[config.mk]
export PLATFORM = sky130hd
export DESIGN_NAME = lsr_regs
export DESIGN_NICKNAME = d
export VERILOG_FILES = /design/src/design/lsr_loop_detect.v /design/src/design/lsr_regs.v
export VERILOG_INCLUDE_DIRS = /design/src /design/src/design
export SDC_FILE = /design/constraint.sdc
export NUM_CORES = 2
export LEC_CHECK = 0
export BUFFER_PORTS_ARGS = -buffer_cell sky130_fd_sc_hd__buf_2
export CAP_MARGIN = 20
export CORE_MARGIN = 10
export CORE_UTILIZATION = 30
export CTS_CLUSTER_SIZE = 8
export DETAILED_ROUTE_END_ITERATION = 12
export GPL_ROUTABILITY_DRIVEN = 0
export GPL_TIMING_DRIVEN = 0
export PLACE_DENSITY = 0.51
export REMOVE_ABC_BUFFERS = 1
export SYNTH_ARGS = -nofsm -noshare
export SYNTH_HDL_FRONTEND = slang
export SYNTH_SLANG_ARGS = --single-unit
[constraint.sdc]
create_clock -name clk_sys_in -period 3.05 [get_ports clk_sys_in]
set_clock_uncertainty 0.05 [all_clocks]
set_input_delay 0.1525 -clock clk_sys_in [delete_from_list [all_inputs] [get_ports clk_sys_in]]
set_output_delay 0.1525 -clock clk_sys_in [all_outputs]
set_load 0.005 [all_outputs]
[src/design/lsr_map.vh]
// Purpose: register offsets, field positions, reset values and timing for the
//          per-channel status and interrupt register set
// Assumes: 8-bit data bus, 7-bit address {channel[2:0], index[3:0]}
// Notes:   definitions only
`ifndef LSR_MAP_VH
`define LSR_MAP_VH

// ----------------------------------------
// register indices (address bits 3..0); global control is a full 7-bit address
// ----------------------------------------
`define LSR_IDX_LOOP_CTRL    4'h3
`define LSR_IDX_IRQ_EN       4'h4
`define LSR_IDX_LIVE_STATUS  4'h5
`define LSR_IDX_EVENT_LATCH  4'h6
`define LSR_IDX_CABLE_LOSS   4'h7
`define LSR_IDX_SEG_ONE      4'h8
`define LSR_IDX_SEG_TWO      4'h9
`define LSR_IDX_SEG_THREE    4'ha
`define LSR_IDX_SEG_FOUR     4'hb
`define LSR_IDX_GLOBAL_CTRL  7'h40

// ----------------------------------------
// field positions
// ----------------------------------------
`define LSR_BIT_SEL_HI       7
`define LSR_BIT_SEL_LO       6
`define LSR_BIT_DRV_FAULT    6
`define LSR_BIT_FIFO_LIM     5
`define LSR_BIT_CODE_VIOL    4
`define LSR_BIT_LOOP_CODE    3
`define LSR_BIT_ALL_ONES     2
`define LSR_BIT_SIG_LOST     1
`define LSR_BIT_PRBS_SYNC    0
`define LSR_BIT_GLOBAL_IRQ   1

// ----------------------------------------
// reset values
// ----------------------------------------
`define LSR_RST_BYTE         8'h00
`define LSR_RST_SEG          7'h00

// ----------------------------------------
// timing: 5 s hold at 40 MHz
// ----------------------------------------
`define LSR_HOLD_SECONDS     5
`define LSR_CLK_HZ           40000000
`define LSR_HOLD_CYCLES      (`LSR_HOLD_SECONDS * `LSR_CLK_HZ)

`endif

[src/design/lsr_loop_detect.v]
// Purpose: one channel's loop-code detector, manual and automatic modes
// Assumes: pattern flags already synchronised to clk_sys_in
// Notes:   hold count is a parameter so simulation can shorten it
`include "lsr_map.vh"
`timescale 1ns/1ps
`default_nettype none

module lsr_loop_detect #(
   parameter HOLD_CYCLES = `LSR_HOLD_CYCLES
) (
   input  wire       clk_sys_in,
   input  wire       rst_n_in,
   input  wire [1:0] sel_in,
   input  wire       up_seen_in,
   input  wire       down_seen_in,
   output reg        loop_code_seen_out,
   output reg        remote_loop_out
);

   // ----------------------------------------
   // states
   // ----------------------------------------
   localparam ST_OFF    = 2'b00;
   localparam ST_MANUAL = 2'b01;
   localparam ST_AUTO_U = 2'b10;
   localparam ST_AUTO_D = 2'b11;

   reg  [1:0]  state_r;
   reg  [1:0]  state_nxt;
   reg  [31:0] hold_cnt_r;
   wire        want_auto;
   wire        watched;
   wire        held;

   assign want_auto = (sel_in == 2'b11);
   // manual: lo selects loop-up, hi selects loop-down
   assign watched   = (state_r == ST_AUTO_U) ? up_seen_in :
                      (state_r == ST_AUTO_D) ? down_seen_in :
                      (sel_in == 2'b01)      ? up_seen_in :
                      (sel_in == 2'b10)      ? down_seen_in : 1'b0;
   // held once the count reaches the hold time, not strictly longer
   assign held      = (hold_cnt_r >= HOLD_CYCLES);

   always @* begin
      state_nxt = state_r;
      case (state_r)
         ST_OFF, ST_MANUAL: begin
            if (want_auto)
               state_nxt = ST_AUTO_U;
            else if (sel_in == 2'b00)
               state_nxt = ST_OFF;
            else
               state_nxt = ST_MANUAL;
         end
         ST_AUTO_U: begin
            if (!want_auto)
               state_nxt = (sel_in == 2'b00) ? ST_OFF : ST_MANUAL;
            else if (held && watched)
               state_nxt = ST_AUTO_D;
         end
         ST_AUTO_D: begin
            if (!want_auto)
               state_nxt = (sel_in == 2'b00) ? ST_OFF : ST_MANUAL;
            else if (held && watched)
               state_nxt = ST_AUTO_U;
         end
         default: state_nxt = ST_OFF;
      endcase
   end

   always @(posedge clk_sys_in) begin
      if (!rst_n_in) begin
         state_r            <= ST_OFF;
         hold_cnt_r         <= 32'h0000_0000;
         loop_code_seen_out <= 1'b0;
         remote_loop_out    <= 1'b0;
      end else begin
         state_r <= state_nxt;
         // counter restarts on any state change, once held, or while the watched pattern is absent
         if (!watched || state_nxt != state_r || held)
            hold_cnt_r <= 32'h0000_0000;
         else
            hold_cnt_r <= hold_cnt_r + 32'h0000_0001;
         case (state_nxt)
            ST_MANUAL: begin
               remote_loop_out <= 1'b0;
               if (state_r != ST_MANUAL || !watched)
                  loop_code_seen_out <= 1'b0;
               else if (held)
                  loop_code_seen_out <= 1'b1;
            end
            ST_AUTO_U: begin
               loop_code_seen_out <= 1'b0;
               remote_loop_out    <= 1'b0;
            end
            ST_AUTO_D: begin
               loop_code_seen_out <= 1'b1;
               remote_loop_out    <= 1'b1;
            end
            default: begin
               loop_code_seen_out <= 1'b0;
               remote_loop_out    <= 1'b0;
            end
         endcase
      end
   end

endmodule // lsr_loop_detect

`default_nettype wire

[src/design/lsr_regs.v]
// Purpose: eight-channel status, interrupt and pulse segment register bank
// Assumes: single-cycle host strobes on clk_sys_in; line status from pins
// Notes:   read data and interrupt are registered; reads of index 6 clear
//
// What this block does
// - both pair bits set means automatic mode, one bit set means manual mode
// - manual: status sets after selected pattern persists over five seconds
// - manual: status clears immediately once the pattern is no longer received
// - manual: each rise and fall of loop status raises an enabled interrupt
// - entering automatic mode clears loop status and watches for loop-up
// - automatic: loop-up over five seconds sets status, remote loop, watch down
// - automatic: status stays set as long as remote loop-back is active
// - automatic: loop-down over five seconds releases loop-back and clears status
// - automatic: any loop status change raises an enabled interrupt
// - all-ones status is live; transitions raise enabled interrupts
// - signal-lost status is live; transitions raise enabled interrupts
// - pattern sync status is live; transitions raise enabled interrupts
// - event latch holds seven flags in bits 6..0; bit 7 reads zero
// - each flag sets on status change and clears on host read
// - fifo limit flag latches on any change of pointer proximity condition
// - cable loss register shows six-bit equalizer code; bits 7..6 zero
// - arbitrary pulse uses four segments, seven-bit amplitude per channel
// - amplitude is signed magnitude, bit 6 sign; bit 7 reserved zero
// - channel in address bits 6..4, register index in bits 3..0
// - pair: off, watch up, watch down, or automatic with remote loop
// - per-channel enable bit per source; one enables, zero masks
// - global enable gates all channels' interrupts
`include "lsr_map.vh"
`timescale 1ns/1ps
`default_nettype none

module lsr_regs #(
   parameter CHANNELS    = 8,
   parameter HOLD_CYCLES = `LSR_HOLD_CYCLES
) (
   input  wire                  clk_sys_in,
   input  wire                  rst_n_in,
   input  wire [6:0]            addr_in,
   input  wire [7:0]            wdata_in,
   input  wire                  wr_in,
   input  wire                  rd_in,
   input  wire [CHANNELS-1:0]   driver_fault_in,
   input  wire [CHANNELS-1:0]   fifo_limit_in,
   input  wire [CHANNELS-1:0]   code_violation_in,
   input  wire [CHANNELS-1:0]   all_ones_alarm_in,
   input  wire [CHANNELS-1:0]   rx_signal_lost_in,
   input  wire [CHANNELS-1:0]   prbs_sync_in,
   input  wire [CHANNELS-1:0]   loop_up_seen_in,
   input  wire [CHANNELS-1:0]   loop_down_seen_in,
   input  wire [CHANNELS*6-1:0] cable_loss_code_in,
   output reg  [7:0]            rdata_out,
   output reg                   irq_out,
   output reg  [CHANNELS-1:0]   remote_loop_out,
   output reg  [CHANNELS*7-1:0] seg_one_out,
   output reg  [CHANNELS*7-1:0] seg_two_out,
   output reg  [CHANNELS*7-1:0] seg_three_out,
   output reg  [CHANNELS*7-1:0] seg_four_out
);

   // ----------------------------------------
   // pin synchronisers
   // ----------------------------------------
   localparam SW = CHANNELS*8 + CHANNELS*6;

   reg  [SW-1:0] sync1_r;
   reg  [SW-1:0] sync2_r;
   wire [SW-1:0] pin_bus;

   assign pin_bus = {cable_loss_code_in, loop_down_seen_in, loop_up_seen_in,
                     prbs_sync_in, rx_signal_lost_in, all_ones_alarm_in,
                     code_violation_in, fifo_limit_in, driver_fault_in};

   always @(posedge clk_sys_in) begin
      if (!rst_n_in) begin
         sync1_r <= {SW{1'b0}};
         sync2_r <= {SW{1'b0}};
      end else begin
         sync1_r <= pin_bus;
         sync2_r <= sync1_r;
      end
   end

   wire [CHANNELS-1:0]   s_drv   = sync2_r[CHANNELS*1-1:0];
   wire [CHANNELS-1:0]   s_fifo  = sync2_r[CHANNELS*2-1:CHANNELS*1];
   wire [CHANNELS-1:0]   s_lcv   = sync2_r[CHANNELS*3-1:CHANNELS*2];
   wire [CHANNELS-1:0]   s_ones  = sync2_r[CHANNELS*4-1:CHANNELS*3];
   wire [CHANNELS-1:0]   s_lost  = sync2_r[CHANNELS*5-1:CHANNELS*4];
   wire [CHANNELS-1:0]   s_prbs  = sync2_r[CHANNELS*6-1:CHANNELS*5];
   wire [CHANNELS-1:0]   s_up    = sync2_r[CHANNELS*7-1:CHANNELS*6];
   wire [CHANNELS-1:0]   s_down  = sync2_r[CHANNELS*8-1:CHANNELS*7];
   wire [CHANNELS*6-1:0] s_cable = sync2_r[SW-1:CHANNELS*8];

   // ----------------------------------------
   // address decode
   // ----------------------------------------
   // channel and index split
   wire [2:0] ch_sel  = addr_in[6:4];
   wire [3:0] idx_sel = addr_in[3:0];
   wire       is_glob = (addr_in == `LSR_IDX_GLOBAL_CTRL);

   function hit;
      input [2:0] ch;
      input [3:0] want;
      begin
         hit = !is_glob && (ch_sel == ch) && (idx_sel == want);
      end
   endfunction

   // ----------------------------------------
   // control registers
   // ----------------------------------------
   reg [CHANNELS*2-1:0] loop_sel_r;
   reg [CHANNELS*7-1:0] irq_en_r;
   reg                  global_irq_en_r;

   integer i;
   integer j;

   always @(posedge clk_sys_in) begin
      if (!rst_n_in) begin
         loop_sel_r      <= {CHANNELS*2{1'b0}};
         irq_en_r        <= {CHANNELS*7{1'b0}};
         global_irq_en_r <= 1'b0;
         seg_one_out     <= {CHANNELS*7{1'b0}};
         seg_two_out     <= {CHANNELS*7{1'b0}};
         seg_three_out   <= {CHANNELS*7{1'b0}};
         seg_four_out    <= {CHANNELS*7{1'b0}};
      end else if (wr_in) begin
         if (is_glob)
            global_irq_en_r <= wdata_in[`LSR_BIT_GLOBAL_IRQ];
         for (i = 0; i < CHANNELS; i = i + 1) begin
            if (hit(i[2:0], `LSR_IDX_LOOP_CTRL))
               loop_sel_r[i*2 +: 2] <= {wdata_in[`LSR_BIT_SEL_HI],
                                         wdata_in[`LSR_BIT_SEL_LO]};
            if (hit(i[2:0], `LSR_IDX_IRQ_EN))
               irq_en_r[i*7 +: 7] <= wdata_in[6:0];
            if (hit(i[2:0], `LSR_IDX_SEG_ONE))
               seg_one_out[i*7 +: 7] <= wdata_in[6:0];
            if (hit(i[2:0], `LSR_IDX_SEG_TWO))
               seg_two_out[i*7 +: 7] <= wdata_in[6:0];
            if (hit(i[2:0], `LSR_IDX_SEG_THREE))
               seg_three_out[i*7 +: 7] <= wdata_in[6:0];
            if (hit(i[2:0], `LSR_IDX_SEG_FOUR))
               seg_four_out[i*7 +: 7] <= wdata_in[6:0];
         end
      end
   end

   // ----------------------------------------
   // loop-code detectors
   // ----------------------------------------
   wire [CHANNELS-1:0] loop_code_seen;
   wire [CHANNELS-1:0] remote_loop;

   genvar g;
   generate
      for (g = 0; g < CHANNELS; g = g + 1) begin : g_loop
         lsr_loop_detect #(
            .HOLD_CYCLES (HOLD_CYCLES)
         ) u_det (
            .clk_sys_in         (clk_sys_in),
            .rst_n_in           (rst_n_in),
            .sel_in             (loop_sel_r[g*2 +: 2]),
            .up_seen_in         (s_up[g]),
            .down_seen_in       (s_down[g]),
            .loop_code_seen_out (loop_code_seen[g]),
            .remote_loop_out    (remote_loop[g])
         );
      end
   endgenerate

   // ----------------------------------------
   // live status and change latches
   // ----------------------------------------
   reg  [CHANNELS*7-1:0] live_r;
   reg  [CHANNELS*7-1:0] event_r;
   reg  [CHANNELS*7-1:0] event_nxt;
   wire [CHANNELS*7-1:0] live_now;
   wire [CHANNELS*7-1:0] changed;

   generate
      for (g = 0; g < CHANNELS; g = g + 1) begin : g_live
         assign live_now[g*7 +: 7] = {s_drv[g], s_fifo[g], s_lcv[g],
                                      loop_code_seen[g], s_ones[g],
                                      s_lost[g], s_prbs[g]};
      end
   endgenerate

   assign changed = live_now ^ live_r;

   always @* begin
      event_nxt = event_r;
      // own loop index: sharing one with the clocked block makes two drivers
      for (j = 0; j < CHANNELS; j = j + 1) begin
         if (rd_in && hit(j[2:0], `LSR_IDX_EVENT_LATCH))
            event_nxt[j*7 +: 7] = 7'h00;
      end
      event_nxt = event_nxt | changed;
   end

   always @(posedge clk_sys_in) begin
      if (!rst_n_in) begin
         live_r          <= {CHANNELS*7{1'b0}};
         event_r         <= {CHANNELS*7{1'b0}};
         remote_loop_out <= {CHANNELS{1'b0}};
         irq_out         <= 1'b0;
      end else begin
         live_r          <= live_now;
         event_r         <= event_nxt;
         remote_loop_out <= remote_loop;
         irq_out         <= global_irq_en_r && |(event_nxt & irq_en_r);
      end
   end

   // ----------------------------------------
   // read mux
   // ----------------------------------------
   // reads return the value before any clear in the same cycle
   reg [7:0] rd_nxt;

   always @* begin
      rd_nxt = `LSR_RST_BYTE;
      if (is_glob)
         rd_nxt = {6'h00, global_irq_en_r, 1'b0};
      else begin
         case (idx_sel)
            `LSR_IDX_LOOP_CTRL:   rd_nxt = {loop_sel_r[ch_sel*2 +: 2], 6'h00};
            `LSR_IDX_IRQ_EN:      rd_nxt = {1'b0, irq_en_r[ch_sel*7 +: 7]};
            `LSR_IDX_LIVE_STATUS: rd_nxt = {1'b0, live_r[ch_sel*7 +: 7]};
            `LSR_IDX_EVENT_LATCH: rd_nxt = {1'b0, event_r[ch_sel*7 +: 7]};
            `LSR_IDX_CABLE_LOSS:  rd_nxt = {2'b00, s_cable[ch_sel*6 +: 6]};
            `LSR_IDX_SEG_ONE:     rd_nxt = {1'b0, seg_one_out[ch_sel*7 +: 7]};
            `LSR_IDX_SEG_TWO:     rd_nxt = {1'b0, seg_two_out[ch_sel*7 +: 7]};
            `LSR_IDX_SEG_THREE:   rd_nxt = {1'b0, seg_three_out[ch_sel*7 +: 7]};
            `LSR_IDX_SEG_FOUR:    rd_nxt = {1'b0, seg_four_out[ch_sel*7 +: 7]};
            default:              rd_nxt = `LSR_RST_BYTE;
         endcase
      end
   end

   always @(posedge clk_sys_in) begin
      if (!rst_n_in)
         rdata_out <= `LSR_RST_BYTE;
      else if (rd_in)
         rdata_out <= rd_nxt;
   end

endmodule // lsr_regs

`default_nettype wire

==> implementation parameters <==
Parameter                              Value

Worst setup path
  Combined buffer and inverter count along the critical path ... 1
  Worst reg-to-reg setup slack ... 380 ps
  Critical-path maximum fanout ... 37
  FF-to-FF path depth ... 7
  Largest delay share family, worst path ... compound AO/OA/AOI/OAI gates
  Worst reg2reg endpoint ... g_loop[6].u_det.hold_cnt_r[22]
  Launching element type of the critical path ... input pin
  Critical R2R Launch ... loop_sel_r[12]
  Most used cell, CP ... a21oi_1
  Crit path required time ... 3590 ps
  Type of element capturing the critical path ... flip-flop
  Worst setup path category ... input pin to flip-flop
  Cells traversed along the worst timing path ... buf_4, nand2_1, a21oi_1, o211ai_1, and4_1, o32ai_1, a21oi_1
  Maximum cell stage delay along the critical path ... 910 ps
  Data arrival time of the critical path ... 3610 ps
  Worst-path cell with the longest stage delay ... nand2_1

STA
  Final total negative setup slack ... -16.9 ps
  Final setup margin ... -16.9 ps
  RSZ-0062 raised after global routing ... false
  Final critical path time including I/O delays and setup ... 3070 ps
  Final number of setup-violating endpoints ... 1
  Transition time at the pin with the least slew margin ... 1130 ps
  Post-route fraction of the period consumed by the critical path ... 1.01
  Max Clock Freq ... 0.326 GHz
  Fin Hold WS ... 31.5 ps
  Relative max-transition margin ... 0.249
  Max Slew Vio Count ... 0
  Final hold viol count ... 0

Pwr
  Cell area power density ... 595 nW/um2
  Leakage Power ... 0.0176 uW
  Final Power ... 27800 uW
  Worst IR drop on VDD ... 0.535 mV

Synth
  Seq cells post-synth ... 938
  Fraction of post-synthesis cell area in the top cell type by area ... 0.499
  Syn Std Cell Area ... 37600 um2
  Area contributors post-synth ... dfxtp_1 (50%), nor2_1 (5.2%), and2_1 (5.2%)
  Leading register cell type out of synthesis ... dfxtp_1
  Number of enable-type register cells in the synthesized netlist ... 0
  Mean Syn Cell Area ... 9.11 um2
  Number of instances in the synthesized netlist ... 4129
  Sequential area share after synthesis ... 0.499
  Largest area contributor in the synthesized netlist ... dfxtp_1
  Synth warnings ... 0
  Share of flip-flops with an asynchronous set or reset after synthesis ... 0
  Number of unique standard cell types used by synthesis ... 76

Clock tree
  Post-CTS clock slew at the launch and capture registers of the worst setup and hold paths ... 50 ps
  Clock buffer count from CTS ... 136
  Clk sink count ... 938
  Cell chosen for the clock root ... clkbuf_16
  Clock insertion delay at the later pin of the skew report ... 760 ps
  Max clock buf depth ... 3
  Post-CTS Repair Setup Buffers ... 0
  TritonCTS clock tree ... yes
  # H-tree levels ... 4

Floorplanning
  Effective utilization at floorplan ... 0.303
  Area of the placeable core ... 124000 um2
  Number of placement rows ... 129
  Height of the die ... 374 um
  DIE AREA ... 140000 um2
  Die boundary width ... 374 um
  Io pins ... 372

Routing
  Final routed wire length divided by cell count ... 21.8 um
  Post-route antenna net violation count ... 0
  Initial drt markers ... 2989
  Total number of vias ... 31663
  WL final ... 137000 um
  First-pass iteration count of the detailed router ... 6
  Vias per Instance ... 5.04
  Post-route DRC ... 0

Global route
  GRT Resource Usage Total ... 0.188
  Vias in the first global route ... 30068
  First-pass GRT wire length ... 201000 um
  Number of antenna violations at the first check in global routing ... 12
  Maximum number of pins on one net before global-route repair ... 152
  Overflow after GRT ... 0

Min path
  Start point of the worst hold path ... rst_n_in
  Type of the tightest min-delay check ... input pin to flip-flop
  Depth of the worst hold-timing path ... 3
  Hold endpoint ... live_r[42]

Finish
  Signed area change from the synthesized netlist to the final layout ... 24.2%
  Share of layout cells above drive strength 1 ... 0.136
  Final #Nets ... 4803
  Post-layout utilization of the core ... 0.376

Status
  Violations in the final reports ... setup timing
  Run status ... finished with violations

Place
  HPWL after DPL ... 95600 um
  Number of port buffers ... 371

Flow run
  Max-cap violation count ... 0
-- worst register-to-register path, cell delays in order (launching register included) --
cell	delay [ps]
dfxtp_1	460
inv_1	110
ha_1	350
xor2_1	160
or3_1	310
a21oi_1	200
nand4_2	620
a21oi_1	330
-- power by group --
part	switching (uW)	total (uW)	internal, uW	leakage [uW]
combinational	870	1380	514	0.00815
sequential	137	12700	12500	0.00763
clock	5640	13800	8120	0.00184
-- cells in the final DEF, fill, tap and decap left out, drive strengths merged, types with 8 or more instances in the layout --
| cell type | instances |
|---|---|
| a221oi | 15 |
| nor4 | 19 |
| a222oi | 43 |
| nand4 | 71 |
| nor2b | 28 |
| o21ai | 43 |
| nand2 | 356 |
| a21o | 9 |
| o221ai | 8 |
| a22o | 19 |
| dlygate4sd3 | 153 |
| a211oi | 16 |
| and3 | 28 |
| xor2 | 174 |
| and4 | 18 |
| a21oi | 306 |
| nand2b | 12 |
| inv | 100 |
| conb | 32 |
| ha | 48 |
| a22oi | 75 |
| clkinv | 8 |
| mux2i | 160 |
| buf | 409 |
| xnor2 | 91 |
| clkbuf | 141 |
| and2 | 310 |
| nor2 | 535 |
| or3 | 13 |
| dfxtp | 938 |
| mux4 | 18 |
| nor3 | 34 |
| a31oi | 28 |
| nand3 | 291 |
-- cell type report --
cell class | count | area (um2)
multi-input combinational | 2894 | 17600
clock buffer | 141 | 3440
clock inverter | 17 | 330
tap | 1637 | 2050
inverter | 92 | 353
fill | 12515 | 77400
sequential | 938 | 18800
timing repair buffer | 562 | 4150
antenna | 2 | 5.00
-- timing repair --
item | in CTS | in global routing
hold buffers | 152 | 2
pin swaps | 0 | 0
gates resized for setup | 2 | 1
endpoints found under the hold margin | 280 | 25
endpoints found under the setup margin | 1 | 1
-- cells by family (layout without fill, tap and decap cells) --
| logic type | after synthesis | after routing | share of synthesized area |
|---|---|---|---|
| and+or+nand+nor | 1746 | 1746 | 0.226 |
| xor gates and xnor gates | 265 | 265 | 0.0617 |
| adders and majority gates | 48 | 48 | 0.0160 |
| buffers and inverters | 328 | 812 | 0.0368 |
| other | 1 | 34 | 0.0000997 |
| DFF | 938 | 938 | 0.499 |
| AOI/OAI and AO/OA | 619 | 619 | 0.105 |
| muxes | 184 | 184 | 0.0551 |
-- metal layers --
metal  part of all wire  global-route usage  wire length [um]
met1               0.43               0.246             58900
met5            0.00030                   0                41
met4              0.034              0.0733              4610
met3               0.11              0.0692             15400
met2               0.42               0.277             57600
-- how the worst max path moves through the flow --
stage                     from  cells after the start                             end
finish              addr_in[4]                      7                    rdata_out[4]
detailed placement  addr_in[5]                      9                         irq_out
floorplan             rst_n_in                      5  g_loop[7].u_det.hold_cnt_r[10]
global placement      rst_n_in                      5  g_loop[2].u_det.hold_cnt_r[23]
global route        addr_in[4]                      7                    rdata_out[4]
CTS                 addr_in[4]                      7                    rdata_out[4]
-- Yosys cell counts, types with 7 or more instances --
cell      number
and3_1        28
or3_1         13
a21boi_0       7
nor4_1        18
nor2b_1       26
xor2_1       174
xnor2_1       91
a222oi_1      43
a21o_1         9
o211ai_1       7
nand2_1      356
nor2_2        16
and2_1       310
buf_2         50
buf_1         20
nor3_1        33
nand3_1      291
a21oi_1      305
clkbuf_1     149
a22o_1        19
buf_6          8
buf_4          8
a31oi_1       28
o21a_1         7
a221oi_1      15
mux4_2        18
nor2_1       519
a22oi_1       75
nand4_1       67
ha_1          48
o221ai_1       8
mux2i_1      160
nand2b_1      12
inv_1         92
a211oi_1      16
o21ai_0       37
dfxtp_1      938
and4_1        18
-- metrics by stage --
step | cells | worst slack, ps | cell area (um2)
floorplan | 3924 | -3420 | 36700
global placement | 5932 | -16620 | 40600
detailed placement | 5966 | -1050 | 41300
CTS | 6276 | 123 | 46600
global route | 6281 | 68.4 | 46700
finish | 6283 | -16.9 | 46700
-- state kept, by name, indices dropped and copies added (netlist names), 8 cells and up --
signal and count:
irq_en_r 56, rdata_out 8, seg_one_out 56, g_loop.u_det.state_r 16
g_loop.u_det.loop_code_seen_out 8, g_loop.u_det.remote_loop_out 8, seg_three_out 56, g_loop.u_det.hold_cnt_r 256
sync2_r 112, remote_loop_out 8, sync1_r 112, seg_four_out 56
loop_sel_r 16, event_r 56, seg_two_out 56, live_r 56
Note: power is estimated with default switching activity, not from simulation.
